--- config.mk ---
export PLATFORM = sky130hd
export DESIGN_NAME = fcdh_host
export DESIGN_NICKNAME = d
export VERILOG_FILES = /design/src/include/fcdh_pkg.sv /design/src/hw/fcdh_seq_rom.sv /design/src/hw/fcdh_host.sv
export SDC_FILE = /design/constraint.sdc
export NUM_CORES = 1
export LEC_CHECK = 0
export ABC_AREA = 0
export BUFFER_PORTS_ARGS = -buffer_cell sky130_fd_sc_hd__buf_2
export CORE_MARGIN = 10
export CORE_UTILIZATION = 58
export DETAILED_ROUTE_END_ITERATION = 7
export GPL_TIMING_DRIVEN = 0
export PLACE_DENSITY = 0.81
export SLEW_MARGIN = 15
export SYNTH_ARGS = -nofsm -noshare
export SYNTH_HDL_FRONTEND = slang
export SYNTH_HIERARCHICAL = 1
export SYNTH_SLANG_ARGS = --single-unit
--- constraint.sdc ---
create_clock -name ref_clk -period 6.85 [get_ports ref_clk]
set_input_delay 2.055 -clock ref_clk [delete_from_list [all_inputs] [get_ports ref_clk]]
set_output_delay 2.055 -clock ref_clk [all_outputs]
set_load 0.03 [all_outputs]
--- src/include/fcdh_pkg.sv ---
// package: constants and carriers for the flash command host controller
// What this block does
// - every command cycle is a bus write, except array reads and id read
// - one f0 write anywhere returns the flash to array reading; the host refuses it during chip erase, the model ignores it in sector erase
// - id entry: aa@555, 55@2aa, 90@555, then read maker code, device code or sector protection
// - program: unlock pair, a0@555, then location and value
// - in bypass, program is a0 anywhere then location and value
// - chip erase: unlock, 80@555, unlock, 10@555
// - sector erase: unlock, 80@555, unlock, 30 at sector address
// - extra sector/30 pairs must follow within 50 us
package fcdh_pkg;
	// ----------------------------------------------------------------
	// command codes and unlock addresses (word mode)
	// ----------------------------------------------------------------
	localparam logic [7:0]  CMD_UNLOCK1  = 8'haa;
	localparam logic [7:0]  CMD_UNLOCK2  = 8'h55;
	localparam logic [7:0]  CMD_AUTOSEL  = 8'h90;
	localparam logic [7:0]  CMD_RESET    = 8'hf0;
	localparam logic [7:0]  CMD_QUERY    = 8'h98;
	localparam logic [7:0]  CMD_PROGRAM  = 8'ha0;
	localparam logic [7:0]  CMD_BYPASS   = 8'h20;
	localparam logic [7:0]  CMD_SETUP    = 8'h80;
	localparam logic [7:0]  CMD_CHIP     = 8'h10;
	localparam logic [7:0]  CMD_SECTOR   = 8'h30;
	localparam logic [7:0]  CMD_SUSPEND  = 8'hb0;
	localparam logic [7:0]  CMD_RESUME   = 8'h30;
	localparam logic [19:0] ADDR_UNLOCK1 = 20'h00555;
	localparam logic [19:0] ADDR_UNLOCK2 = 20'h002aa;
	localparam logic [19:0] ADDR_QUERY   = 20'h00055;
	localparam logic [19:0] ADDR_MAKER   = 20'h00000;
	localparam logic [19:0] ADDR_DEVICE  = 20'h00001;
	localparam logic [19:0] ADDR_PROT    = 20'h00002;
	localparam int          SECT_LSB     = 12;
	// ----------------------------------------------------------------
	// bus timing in 8 ns cycles
	// ----------------------------------------------------------------
	localparam int          CLK_MHZ      = 125;
	localparam int          SETUP_CYC    = 2;
	localparam int          PULSE_CYC    = 4;
	localparam int          HOLD_CYC     = 2;
	localparam int          WIN_US       = 50;
	localparam int          WIN_CYC      = WIN_US * CLK_MHZ;
	localparam int          SUSP_US      = 20;
	localparam int          SUSP_CYC     = SUSP_US * CLK_MHZ;
	// status bit positions on read data
	localparam int          ST_POLL      = 7;
	localparam int          ST_TOG1      = 6;
	localparam int          ST_TLIM      = 5;
	localparam int          ST_EWIN      = 3;
	localparam int          ST_TOG2      = 2;
	// ----------------------------------------------------------------
	// host operations
	// ----------------------------------------------------------------
	typedef enum logic [3:0] {
		OP_READ, OP_RESET, OP_ID_ENTER, OP_QUERY, OP_PROGRAM, OP_BYP_ENTER,
		OP_BYP_PROGRAM, OP_BYP_EXIT, OP_CHIP_ERASE, OP_SECT_ERASE, OP_SECT_ADD,
		OP_SUSPEND, OP_RESUME
	} fcdh_op_t;
	typedef struct packed {
		fcdh_op_t    op;
		logic [19:0] addr;
		logic [15:0] data;
	} fcdh_req_t;
	typedef struct packed {
		logic        ce_n;
		logic        we_n;
		logic        oe_n;
		logic [19:0] addr;
		logic [15:0] dout;
		logic        doe;
	} fcdh_pins_t;
	typedef struct packed {
		logic        poll;
		logic        tog1;
		logic        tlim;
		logic        ewin;
		logic        tog2;
	} fcdh_stat_t;
endpackage : fcdh_pkg

--- src/hw/fcdh_seq_rom.sv ---
// sequence memory: cycle list for each host operation, registered read
`timescale 1ns/1ns
`default_nettype none
module fcdh_seq_rom (
	// clock
	input  wire logic               ref_clk,
	// lookup
	input  wire fcdh_pkg::fcdh_op_t op,
	input  wire logic [2:0]         idx,
	input  wire logic [19:0]        uaddr,
	input  wire logic [15:0]        udata,
	// step: last flag, read flag, address, data
	output var  logic               last,
	output var  logic               is_read,
	output var  logic [19:0]        addr,
	output var  logic [15:0]        data
);
	// encoded step word: last, read, address, data
	function automatic logic [37:0] step(input logic l, input logic r, input logic [19:0] a, input logic [15:0] d);
		step = {l, r, a, d};
	endfunction : step

	logic [37:0] w;
	// unlock prefixes are shared by id entry, program, bypass entry and both erases
	always_comb begin
		w = step(1'b1, 1'b1, uaddr, udata);
		case (op)
			fcdh_pkg::OP_READ: w = step(1'b1, 1'b1, uaddr, 16'h0000);
			fcdh_pkg::OP_RESET, fcdh_pkg::OP_BYP_EXIT: begin
				if (op == fcdh_pkg::OP_BYP_EXIT && idx == 3'h0) w = step(1'b0, 1'b0, 20'h00000, {8'h00, fcdh_pkg::CMD_AUTOSEL});
				else w = step(1'b1, 1'b0, 20'h00000, {8'h00, fcdh_pkg::CMD_RESET});
			end
			fcdh_pkg::OP_QUERY: w = step(1'b1, 1'b0, fcdh_pkg::ADDR_QUERY, {8'h00, fcdh_pkg::CMD_QUERY});
			fcdh_pkg::OP_SUSPEND: w = step(1'b1, 1'b0, 20'h00000, {8'h00, fcdh_pkg::CMD_SUSPEND});
			fcdh_pkg::OP_RESUME: w = step(1'b1, 1'b0, 20'h00000, {8'h00, fcdh_pkg::CMD_RESUME});
			fcdh_pkg::OP_SECT_ADD: w = step(1'b1, 1'b0, uaddr, {8'h00, fcdh_pkg::CMD_SECTOR});
			fcdh_pkg::OP_BYP_PROGRAM: begin
				if (idx == 3'h0) w = step(1'b0, 1'b0, 20'h00000, {8'h00, fcdh_pkg::CMD_PROGRAM});
				else w = step(1'b1, 1'b0, uaddr, udata);
			end
			default: begin
				case (idx)
					3'h0: w = step(1'b0, 1'b0, fcdh_pkg::ADDR_UNLOCK1, {8'h00, fcdh_pkg::CMD_UNLOCK1});
					3'h1: w = step(1'b0, 1'b0, fcdh_pkg::ADDR_UNLOCK2, {8'h00, fcdh_pkg::CMD_UNLOCK2});
					3'h2: begin
						case (op)
							fcdh_pkg::OP_ID_ENTER: w = step(1'b0, 1'b0, fcdh_pkg::ADDR_UNLOCK1, {8'h00, fcdh_pkg::CMD_AUTOSEL});
							fcdh_pkg::OP_PROGRAM: w = step(1'b0, 1'b0, fcdh_pkg::ADDR_UNLOCK1, {8'h00, fcdh_pkg::CMD_PROGRAM});
							fcdh_pkg::OP_BYP_ENTER: w = step(1'b1, 1'b0, fcdh_pkg::ADDR_UNLOCK1, {8'h00, fcdh_pkg::CMD_BYPASS});
							default: w = step(1'b0, 1'b0, fcdh_pkg::ADDR_UNLOCK1, {8'h00, fcdh_pkg::CMD_SETUP});
						endcase
					end
					3'h3: begin
						if (op == fcdh_pkg::OP_ID_ENTER) w = step(1'b1, 1'b1, uaddr, 16'h0000);
						else if (op == fcdh_pkg::OP_PROGRAM) w = step(1'b1, 1'b0, uaddr, udata);
						else w = step(1'b0, 1'b0, fcdh_pkg::ADDR_UNLOCK1, {8'h00, fcdh_pkg::CMD_UNLOCK1});
					end
					3'h4: w = step(1'b0, 1'b0, fcdh_pkg::ADDR_UNLOCK2, {8'h00, fcdh_pkg::CMD_UNLOCK2});
					default: begin
						if (op == fcdh_pkg::OP_CHIP_ERASE) w = step(1'b1, 1'b0, fcdh_pkg::ADDR_UNLOCK1, {8'h00, fcdh_pkg::CMD_CHIP});
						else w = step(1'b1, 1'b0, {uaddr[19:fcdh_pkg::SECT_LSB], 12'h000}, {8'h00, fcdh_pkg::CMD_SECTOR});
					end
				endcase
			end
		endcase
	end

	// registered read port
	always_ff @(posedge ref_clk) begin
		{last, is_read, addr, data} <= w;
	end
endmodule : fcdh_seq_rom
`default_nettype wire

--- src/hw/fcdh_host.sv ---
// flash command host: issues command sequences on the flash bus pins
`timescale 1ns/1ns
`default_nettype none
module fcdh_host #(
	parameter int WIN_CYCLES  = fcdh_pkg::WIN_CYC,
	parameter int SUSP_CYCLES = fcdh_pkg::SUSP_CYC
) (
	// clock and reset
	input  wire logic                ref_clk,
	input  wire logic                rst,
	// user command port
	input  wire logic                req_valid,
	input  wire fcdh_pkg::fcdh_req_t req,
	output var  logic                req_ready,
	output var  logic                done,
	output var  logic [15:0]         rdata,
	output var  fcdh_pkg::fcdh_stat_t stat,
	output var  logic                win_open,
	output var  logic                suspended,
	output var  logic                bypass,
	output var  logic                busy,
	// flash pins
	output var  fcdh_pkg::fcdh_pins_t pins,
	input  wire logic [15:0]         flash_din,
	input  wire logic                ready_busy_line
);
	// ----------------------------------------------------------------
	// state
	// ----------------------------------------------------------------
	// one bus cycle walks fetch, setup, pulse, hold and next; the rom is
	// registered, so fetch spends a clock waiting for the step word
	// setup drives select, address and data some clocks before the strobe
	// falls, so the flash latches a settled address
	// hold keeps the strobe low for the pulse count and then raises it with
	// the data still driven; read data are taken on that same clock
	// next keeps select low for the hold count before moving on, so the
	// flash never sees data change while its strobe rises
	typedef enum logic [2:0] {S_IDLE, S_FETCH, S_SETUP, S_PULSE, S_HOLD, S_NEXT} fcdh_st_t;
	typedef struct packed {
		fcdh_st_t            st;
		fcdh_pkg::fcdh_req_t cur;
		logic [2:0]          idx;
		logic [3:0]          cnt;
		logic [15:0]         win;
		logic [15:0]         susp;
		fcdh_pkg::fcdh_pins_t pins;
		logic                ready;
		logic                done;
		logic [15:0]         rdata;
		fcdh_pkg::fcdh_stat_t stat;
		logic                bypass;
		logic                suspended;
		logic                chip;
		logic                busy;
		logic                wopen;
	} fcdh_state_t;
	fcdh_state_t s_r, s_nxt;

	// current step word from the sequence memory
	logic        st_last;
	logic        st_read;
	logic [19:0] st_addr;
	logic [15:0] st_data;

	fcdh_seq_rom u_rom (
		.ref_clk (ref_clk),
		.op      (s_r.cur.op),
		.idx     (s_r.idx),
		.uaddr   (s_r.cur.addr),
		.udata   (s_r.cur.data),
		.last    (st_last),
		.is_read (st_read),
		.addr    (st_addr),
		.data    (st_data)
	);

	// accept filter: refuse ops the flash would treat as invalid
	// refusing here keeps a stray command off the bus, where the flash
	// might drop a running sequence or ignore it without telling us
	function automatic logic op_legal(input fcdh_pkg::fcdh_op_t op, input logic byp, input logic sus,
					  input logic chip, input logic win);
		op_legal = 1'b1;
		if (chip) op_legal = (op == fcdh_pkg::OP_READ);
		else if (byp) op_legal = op == fcdh_pkg::OP_BYP_PROGRAM || op == fcdh_pkg::OP_BYP_EXIT
					 || op == fcdh_pkg::OP_RESET || op == fcdh_pkg::OP_READ;
		else if (op == fcdh_pkg::OP_BYP_PROGRAM || op == fcdh_pkg::OP_BYP_EXIT) op_legal = 1'b0;
		else if (op == fcdh_pkg::OP_SUSPEND) op_legal = !sus;
		else if (op == fcdh_pkg::OP_RESUME) op_legal = sus;
		else if (op == fcdh_pkg::OP_SECT_ADD) op_legal = win;
		else if (sus) op_legal = op == fcdh_pkg::OP_READ || op == fcdh_pkg::OP_PROGRAM
					|| op == fcdh_pkg::OP_ID_ENTER || op == fcdh_pkg::OP_RESET;
	endfunction : op_legal

	// ----------------------------------------------------------------
	// next state
	// ----------------------------------------------------------------
	always_comb begin
		s_nxt = s_r;
		s_nxt.done = 1'b0;
		s_nxt.busy = !ready_busy_line;
		// timers run in every state, so a window or a suspend delay keeps
		// counting while a further command is on the bus
		if (s_r.win != 16'h0000) s_nxt.win = s_r.win - 16'h0001;
		if (s_r.susp != 16'h0000) begin
			s_nxt.susp = s_r.susp - 16'h0001;
			if (s_r.susp == 16'h0001) s_nxt.suspended = 1'b1;
		end
		// chip erase is over once the busy line is released again
		if (s_r.chip && ready_busy_line && s_r.win == 16'h0000) s_nxt.chip = 1'b0;
		case (s_r.st)
			S_IDLE: begin
				if (req_valid && s_r.ready) begin
					s_nxt.ready = 1'b0;
					s_nxt.cur = req;
					s_nxt.idx = 3'h0;
					if (op_legal(req.op, s_r.bypass, s_r.suspended || s_r.susp != 16'h0000, s_r.chip,
						     s_r.win != 16'h0000)) begin
						s_nxt.st = S_FETCH;
					end else begin
						// a refused op still answers with done, one clock after it was taken
						s_nxt.done = 1'b1;
						s_nxt.ready = 1'b1;
					end
				end
			end
			// rom answers one cycle after the index moves
			S_FETCH: s_nxt.st = S_SETUP;
			S_SETUP: begin
				s_nxt.pins.ce_n = 1'b0;
				s_nxt.pins.addr = st_addr;
				s_nxt.pins.doe = !st_read;
				s_nxt.pins.dout = st_data;
				s_nxt.cnt = 4'(fcdh_pkg::SETUP_CYC);
				s_nxt.st = S_PULSE;
			end
			S_PULSE: begin
				// address valid before the falling strobe edge
				if (s_r.cnt != 4'h0) s_nxt.cnt = s_r.cnt - 4'h1;
				else begin
					if (st_read) s_nxt.pins.oe_n = 1'b0;
					else s_nxt.pins.we_n = 1'b0;
					s_nxt.cnt = 4'(fcdh_pkg::PULSE_CYC);
					s_nxt.st = S_HOLD;
				end
			end
			S_HOLD: begin
				if (s_r.cnt != 4'h0) s_nxt.cnt = s_r.cnt - 4'h1;
				else begin
					// data held steady over the rising strobe edge
					s_nxt.pins.we_n = 1'b1;
					s_nxt.pins.oe_n = 1'b1;
					if (st_read) begin
						s_nxt.rdata = flash_din;
						s_nxt.stat = '{poll: flash_din[fcdh_pkg::ST_POLL], tog1: flash_din[fcdh_pkg::ST_TOG1],
							       tlim: flash_din[fcdh_pkg::ST_TLIM], ewin: flash_din[fcdh_pkg::ST_EWIN],
							       tog2: flash_din[fcdh_pkg::ST_TOG2]};
					end
					s_nxt.cnt = 4'(fcdh_pkg::HOLD_CYC);
					s_nxt.st = S_NEXT;
				end
			end
			S_NEXT: begin
				// data bus released first; select follows after the hold count
				s_nxt.pins.doe = 1'b0;
				if (s_r.cnt != 4'h0) s_nxt.cnt = s_r.cnt - 4'h1;
				else if (!st_last) begin
					s_nxt.pins.ce_n = 1'b1;
					s_nxt.idx = s_r.idx + 3'h1;
					s_nxt.st = S_FETCH;
				end else begin
					s_nxt.pins.ce_n = 1'b1;
					s_nxt.st = S_IDLE;
					s_nxt.done = 1'b1;
					s_nxt.ready = 1'b1;
					// track mode the flash is now in
					case (s_r.cur.op)
						fcdh_pkg::OP_RESET, fcdh_pkg::OP_BYP_EXIT: s_nxt.bypass = 1'b0;
						fcdh_pkg::OP_BYP_ENTER: s_nxt.bypass = 1'b1;
						fcdh_pkg::OP_CHIP_ERASE: s_nxt.chip = 1'b1;
						fcdh_pkg::OP_SECT_ERASE, fcdh_pkg::OP_SECT_ADD: s_nxt.win = 16'(WIN_CYCLES);
						fcdh_pkg::OP_SUSPEND: begin
							// in the time-out window the suspend is immediate
							if (s_r.win != 16'h0000) s_nxt.suspended = 1'b1;
							else s_nxt.susp = 16'(SUSP_CYCLES);
							s_nxt.win = 16'h0000;
						end
						fcdh_pkg::OP_RESUME: begin
							// a pending suspend delay must not set the flag after resume
							s_nxt.suspended = 1'b0;
							s_nxt.susp = 16'h0000;
						end
						default: ;
					endcase
				end
			end
			default: s_nxt.st = S_IDLE;
		endcase
		// registered copy so the window output comes from a flip-flop
		s_nxt.wopen = s_nxt.win != 16'h0000;
	end

	// state register; reset leaves the bus idle
	always_ff @(posedge ref_clk or posedge rst) begin
		if (rst) begin
			s_r <= '{st: S_IDLE, cur: '{op: fcdh_pkg::OP_READ, addr: 20'h00000, data: 16'h0000},
				 idx: 3'h0, cnt: 4'h0, win: 16'h0000, susp: 16'h0000,
				 pins: '{ce_n: 1'b1, we_n: 1'b1, oe_n: 1'b1, addr: 20'h00000, dout: 16'h0000, doe: 1'b0},
				 ready: 1'b1, done: 1'b0, rdata: 16'h0000, stat: 5'h00,
				 bypass: 1'b0, suspended: 1'b0, chip: 1'b0, busy: 1'b0, wopen: 1'b0};
		end else begin
			s_r <= s_nxt;
		end
	end

	// outputs straight from the state register
	assign req_ready = s_r.ready;
	assign done      = s_r.done;
	assign rdata     = s_r.rdata;
	assign stat      = s_r.stat;
	assign win_open  = s_r.wopen;
	assign suspended = s_r.suspended;
	assign bypass    = s_r.bypass;
	assign busy      = s_r.busy;
	assign pins      = s_r.pins;
endmodule : fcdh_host
`default_nettype wire

# Word-level counts from Yosys, hierarchy flattened

Cells that the tools add are included.
W data, S select, Z words.

Bits in registers: 188
Latch bits: 0
RAM bits: 0
ROM bits: 0
Output and inout port bits: 67
Memories: 0

$add $sub $neg: 4
Multipliers: 0
Divide/modulo/power cells: 0
Order comparisons: 0
Equality and inequality tests: 40
Shift operators: 0
Multiplexer cells: 61
Bitwise gates (word level): 1
Reductions and logical operators: 41

Operators with widths:

| operator                | count |
|---|---|
| $pmux W38 S7            | 1 |
| $mux W38                | 4 |
| $pmux W38 S4            | 1 |
| $pmux W38 S3            | 1 |
| $mux W32                | 2 |
| $pmux W16 S2            | 2 |
| $mux W16                | 3 |
| $reduce_bool A16 Y1     | 3 |
| $mux W46                | 1 |
| $mux W36                | 1 |
| $mux W33                | 1 |
| $eq A4 B4 Y1 const B    | 8 |
| $sub A16 B1 Y16 const B | 2 |
| $eq A4 B3 Y1 const B    | 7 |
| $reduce_and A4 Y1       | 5 |
| $mux W2                 | 9 |
| $mux W3                 | 6 |
| $pmux W3 S6             | 1 |
| $mux W1                 | 17 |
| $eq A16 B1 Y1 const B   | 1 |
| $logic_not A16 Y1       | 1 |
| $ne A2 B2 Y1 const B    | 8 |
| $pmux W4 S4             | 1 |
| $eq A3 B2 Y1 const B    | 4 |
| 23 further kinds        | 57 |

# Logic depth before layout (Yosys ltp)

Gate-level depths: netlist of the first run.

Depth after elaboration: 16
Mapped depth: 9
Gate-level depth less buffers: 8

# Hierarchy

Netlist of the first run, hierarchy kept.

Modules (own cells, without submodules):

| module       | times used | cells an instance | area each (sq um) | sequential area each (sq um) |
|---|---|---|---|---|
| fcdh_host    | 1          | 603               | 6975.4            | 3633.5 |
| fcdh_seq_rom | 1          | 212               | 1906.8            | 760.7 |

# Worst setup path after synthesis of the first run

Ideal clock, no wire load.

Path type: input -> register
From: input port req_valid
To: register s_r[112] in the netlist's numbering
Arrival time: 3344 ps
Required time: 6725 ps
Setup slack: 3381 ps
Stages on the path: 4
Path through: nand2_1 > nor4_1 > buf_2 > mux2_2

Word-level cells in the longest chain between the ends: 2

RTL lines:

| element                     | RTL line         | source |
|---|---|---|
| start: declaration          | fcdh_host.sv:12  | `input wire logic req_valid,` |
| $logic_and A1 B1 Y1         | fcdh_host.sv:112 | `if (req_valid && s_r.ready) begin` |
| $reduce_and A2 Y1 (no line) | -                |  |
| end signal: assignment      | fcdh_host.sv:205 | `s_r <= '{st: S_IDLE, cur: '{op: fcdh_pkg::OP_READ, addr: 20'h00000, data: 16'h0000},` |
| end signal: assignment      | fcdh_host.sv:211 | `s_r <= s_nxt;` |
| end: declaration            | fcdh_host.sv:57  | `fcdh_state_t s_r, s_nxt;` |

Every way passes these cells.
A chain may end at the register's enable or synchronous reset.

# Final worst setup path of the first run

From: input port req_valid
To: register s_r[108] in the netlist's numbering

The elaborated chain is that of the path after synthesis.

==> impl_metrics.tcl, run 1 <==
set metrics [dict create \
    worst-slew-pin-transition_ns 1.06 \
    grt_max_degree 88 \
    fin_crit_ns 3.31 \
    cts_setup_buffers 0 \
    hold_viol 0 \
    firstDrtPassIters 5 \
    drive_above_1_share_pct 37.3 \
    via_per_inst 5.64 \
    stdcell_area_mm2 0.0104 \
    ctsResizeCount 0 \
    grt_pass1_vias 6432 \
    maxSlewViolCount 0 \
    rows 45 \
    totalWireLength_mm 20.0 \
    dp_hpwl_mm 14.5 \
    wl_per_cell_um 17.2 \
    grt_first_pass_wirelength_mm 32.2 \
    end_kind "register" \
    die-area_mm2 0.0207 \
    grt_usage_pct 19.4 \
    ys_ff_latch 183 \
    startpoint_type "input pin" \
    drc_errors 0 \
    numCtsBuffers 17 \
    fin_nets 1028 \
    cts_tree "built" \
    drt_first_iter_violations 494 \
    path_clk_slew_ns 0.06 \
    grt_overflow 0 \
    p_leak_nw 5.15 \
    antenna_found_initial 1 \
    ios 127 \
    crit_path_max_fanout 10 \
    hp-class "register to register" \
    p_total_mw 2.08 \
    syn_area_mm2 0.00888 \
    synth_warnings 6 \
    syn_inst 815 \
    finalSetupViolations 0 \
    synth-seq-area-share_pct 49.5 \
    cts-root-buf "clkbuf_16" \
    p_per_area_mw_per_mm2 200 \
    avgSynthCellArea_um2 10.9 \
    die_h_um 144 \
    clkSinkCount 183 \
    post_dp_cell_area_mm2 0.00979 \
    core_area_mm2 0.0151 \
    cts_buffer_depth 2 \
    finClkSkew_ns 0.00600 \
    path_class "input pin to register" \
    ir_worst_vdd_mv 0.171 \
    portBuffers 126 \
    slew_headroom_pct 29.0 \
    synth_cell_type_count 85 \
    ant_nets 0 \
    rsz0062_at_grt "false" \
    die_w_um 144 \
    max_freq_mhz 302 \
    vias 6562 \
    synth_edf_count 0 \
    ys.flop_type "dfrtp_1" \
    clk_latency_ns 0.43 \
    syn_nets 881 \
    area_growth_pct 16.7 \
    status "finished, final reports clean" \
    cap_violations 0 \
    async_flop_share_pct 79.2 \
    required_ns 7.16 \
    start_util_pct 58.9 \
    place.gp.congestion 0.967 \
    htree_levels 4 \
    ctsHoldBuffers 0 \
    fin_crit_sh_pct 48.4 \
    worstPathArrival_ns 3.63 \
]
[metrics by stage]
step / setup TNS [ns] / setup slack, ns / cells / util (%) / hold slack (ns)
floorplan: 0 / 0.907 / 815 / - / 0.439
global placement: -101.56 / -0.734 / 1129 / 64.6 / 0.441
detailed placement: 0 / 3.08 / 1131 / 64.9 / 0.445
CTS: 0 / 3.52 / 1162 / 68.7 / 0.463
global route: 0 / 3.42 / 1163 / 68.7 / 0.479
finish: 0 / 3.54 / 1163 / 68.7 / 0.461
[path summary, 6_finish.rpt]
path	start	end	slack, ns	cells past startpoint
max	req_valid	s_r[108]$_DFFE_PP0P_	3.54	6
min	u_rom/data[2]$_DFF_P_	pins[3]$_DFFE_PP0P_	0.46	1
max reg2reg	s_r[100]$_DFFE_PP0P_	win_open$_DFF_PP0_	3.67	8
min reg2reg	u_rom/data[2]$_DFF_P_	pins[3]$_DFFE_PP0P_	0.46	1
max in group asynchronous	rst	req_ready$_DFFE_PP1P_	4.44	3
min in group asynchronous	rst	pins[12]$_DFFE_PP0P_	1.64	2
[layout by cell type, fill, tap and decap left out, drive strengths merged, types with 13 or more instances in the layout]
cell / count
nand2: 41
nor3: 24
dfrtp: 141
xnor2: 15
dfxtp: 38
nor4: 13
a21oi: 31
inv: 29
buf: 212
nor2: 50
clkbuf: 34
mux2: 93
o21ai: 44
[layout make-up]
class	instances	area [µm²]
fill	1142	4720
clock buffer	21	450
antenna	1	2.50
inverter	25	101
multi-input combinational	510	3760
timing repair buffer	128	663
tap	188	235
buffer	97	641
clock inverter	10	120
sequential	183	4390
[where the power goes]
part,internal [mW],switching [mW]
logic,0.0160,0.0268
clock network,0.548,0.409
registers,1.08,0.0000870
total,1.64,0.436
[synthesized netlist by cell type, drive strengths merged, types with 11 or more instances]
cell	count	area, µm²
nor2	50	188
nor2b	12	75.1
mux2	93	1050
inv	25	93.8
a21boi	11	82.6
nor4	13	118
nand2	41	154
and2	11	68.8
buf	84	592
o21ai	44	220
dfrtp	141	3530
xnor2	15	131
a21oi	31	159
nor3	24	125
dfxtp	38	761
clkbuf	13	48.8
[metal layers]
metal  part of all wire [%]  global-route usage (%)  up-vias
met1                     41                    24.2     3135
met3                    7.5                    5.38       31
met2                     49                    32.1      230
met4                    1.8                    6.13        0
li1                       -                       -     3166
met5                      0                       0        -
[worst max-delay path, cell delays in order]
cell and delay (ns):
buf_2 0.08, nand2_1 0.13, nor4_2 0.43, buf_2 0.27
buf_2 0.29, mux2_2 0.37
[sequential cells by signal, summed over array words and instances, names as in the netlist]
signal and cells:
suspended 1, s_r 83, u_rom/last 1, u_rom/addr 20
bypass 1, u_rom/data 16, busy 1, pins 40
rdata 16, done 1, req_ready 1, u_rom/is_read 1
win_open 1
[cells by family after synthesis]
kind of cell	count (synthesis)	synth area share (%)
flip-flops	183	49.5
adder cells (fa/ha/maj)	6	0.845
AO/OA/AOI/OAI	151	11.7
multiplexers	97	12.2
AND/OR/NAND/NOR	235	15.4
XOR/XNOR	21	2.07
buffers and inverters	122	8.27
(Power assumes the default switching activity.)
==> run 2, diff against run 1 <==
CORE_UTILIZATION = 52   (was 58)
PLACE_DENSITY = 0.76   (was 0.81)
clock period = 2.7 ns   (was 6.85 ns; I/O delays follow)
==> impl_metrics.tcl, run 2 (synthesis results as in run 1) <==
set metrics [dict create \
    die-area_mm2 0.0227 \
    mostFrequentLayoutCell "buf_2" \
    m1WireLength_mm 8.53 \
    path_clk_slew_ns 0.07 \
    finClkSkew_ns 0.0119 \
    core_area_mm2 0.0166 \
    rsz0062_at_grt "false" \
    grt_first_pass_wirelength_mm 33.4 \
    post-route-util_pct 63.3 \
    grt_max_degree 36 \
    wl_per_cell_um 16.8 \
    dp_hpwl_mm 14.8 \
    cts-root-buf "clkbuf_16" \
    fin_nets 1034 \
    fin_crit_ns 2.49 \
    p_per_area_mw_per_mm2 506 \
    hp-class "input pin to asynchronous set/reset pin" \
    dp.cells 1166 \
    cp_cell_sequence "inv_1 -> ha_1 -> or4b_1 -> o21ai_2 -> or2_2 -> a41oi_1 -> nor4_2 -> nand4b_1" \
    mostFrequentLayoutCells "buf_2, dfrtp_1, mux2_2" \
    ios 127 \
    maxSlewViolCount 0 \
    ir_worst_vdd_mv 0.425 \
    cap_violations 0 \
    startpoint_type "register" \
    met2_length_mm 9.99 \
    drive_above_1_share_pct 38.9 \
    r2r_cells 8 \
    finalSetupViolations 0 \
    worstPathArrival_ns 2.77 \
    max_freq_mhz 401 \
    numCtsBuffers 17 \
    fin_setup_tns_ns 0 \
    crit_path_max_fanout 6 \
    portBuffers 126 \
    drc_errors 0 \
    top_layer "met4" \
    vias 6636 \
    status "finished, final reports clean" \
    firstDrtPassIters 5 \
    p_leak_nw 5.21 \
    path_class "register to register" \
    fin_crit_sh_pct 92.3 \
    required_ns 2.98 \
    worst-slew-pin-transition_ns 0.659 \
    place.gp.congestion 0.966 \
    clk_latency_ns 0.43 \
    hold_viol 0 \
    antenna_found_initial 0 \
    drt_first_iter_violations 526 \
    grt_overflow 0 \
    hold_ws_ns 0.397 \
    cts_tree "built" \
    die_w_um 151 \
    cpMaxStageDelayCell "or4b_1" \
    start_util_pct 53.4 \
    end_kind "register" \
    final_cells 1201 \
    via_per_inst 5.53 \
    cpPeakStageDelay_ns 0.54 \
    htree_levels 4 \
    largest_register_ffs 83 \
    wl_met3_mm 1.36 \
    rows 47 \
    totalWireLength_mm 20.2 \
    largest-register "s_r" \
    grt_usage_pct 18.3 \
    die_h_um 151 \
    slew_headroom_pct 55.4 \
    cts_buffer_depth 2 \
    area_growth_pct 18.7 \
    ant_nets 0 \
    grt_pass1_vias 6580 \
    antenna_cells 0 \
    clkSinkCount 183 \
]
-- run 2: final cells by class --
cell class / instances / area [µm²]
clock inverters: 10 / 108
fillers: 1347 / 6100
clock buffers: 22 / 494
plain buffers: 96 / 638
multi-input cells: 510 / 3790
repair buffers: 135 / 746
flip-flops and latches: 183 / 4390
well taps: 220 / 275
inverters: 25 / 97.6
-- run 2: metal layers --
layer	vias to the layer above	global-route usage [%]
met4	0	5.68
li1	3165	-
met5	-	0
met3	28	4.44
met2	217	30.3
met1	3226	23.0
-- run 2: power by group --
group          switching (mW)  internal (mW)  total (mW)  leakage, nW
Combinational          0.0690         0.0478       0.117         2.63
Sequential           0.000124           2.73        2.73         2.30
Clock                    1.07           1.41        2.48        0.287
-- run 2: worst max-delay path, delay by kind of cell (launching register included) --
family                   cells  cell delay [ns]
AO/OA/AOI/OAI                2             0.42
adder cells (fa/ha/maj)      1             0.23
buffers and inverters        1             0.10
flip-flops                   1             0.43
AND/OR/NAND/NOR              4             1.17
-- run 2: worst paths after layout --
kind | end | slack, ns | startpoint
setup / recovery | win_open$_DFF_PP0_ | 0.21 | s_r[84]$_DFF_PP0_
hold / removal | rdata[0]$_DFFE_PP0P_ | 0.40 | rst
setup reg to reg | win_open$_DFF_PP0_ | 0.21 | s_r[84]$_DFF_PP0_
hold reg to reg | pins[29]$_DFFE_PP0P_ | 0.46 | u_rom/addr[12]$_DFF_P_
max in group asynchronous | s_r[136]$_DFFE_PP0P_ | 1.31 | rst
min in group ref_clk | pins[29]$_DFFE_PP0P_ | 0.46 | u_rom/addr[12]$_DFF_P_
-- run 2: stage by stage --
| stage | setup WS [ns] | instance area [µm²] | power (mW) |
|---|---|---|---|
| global route | 0.0202 | 10500 | 5.52 |
| global placement | -0.893 | 9790 | 2.89 |
| detailed placement | -0.373 | 9880 | 2.91 |
| finish | 0.209 | 10500 | 5.33 |
| floorplan | 0.0742 | 8890 | 2.83 |
| CTS | 0.0893 | 10500 | 5.39 |
-- run 2: what timing repair did --
item                       4_1_cts  5_1_grt
hold endpoints to repair         0        0
pin swaps                        1        1
setup buffers                    1        3
gates resized for setup          3        5
setup endpoints to repair       10       21
hold buffers                     0        0
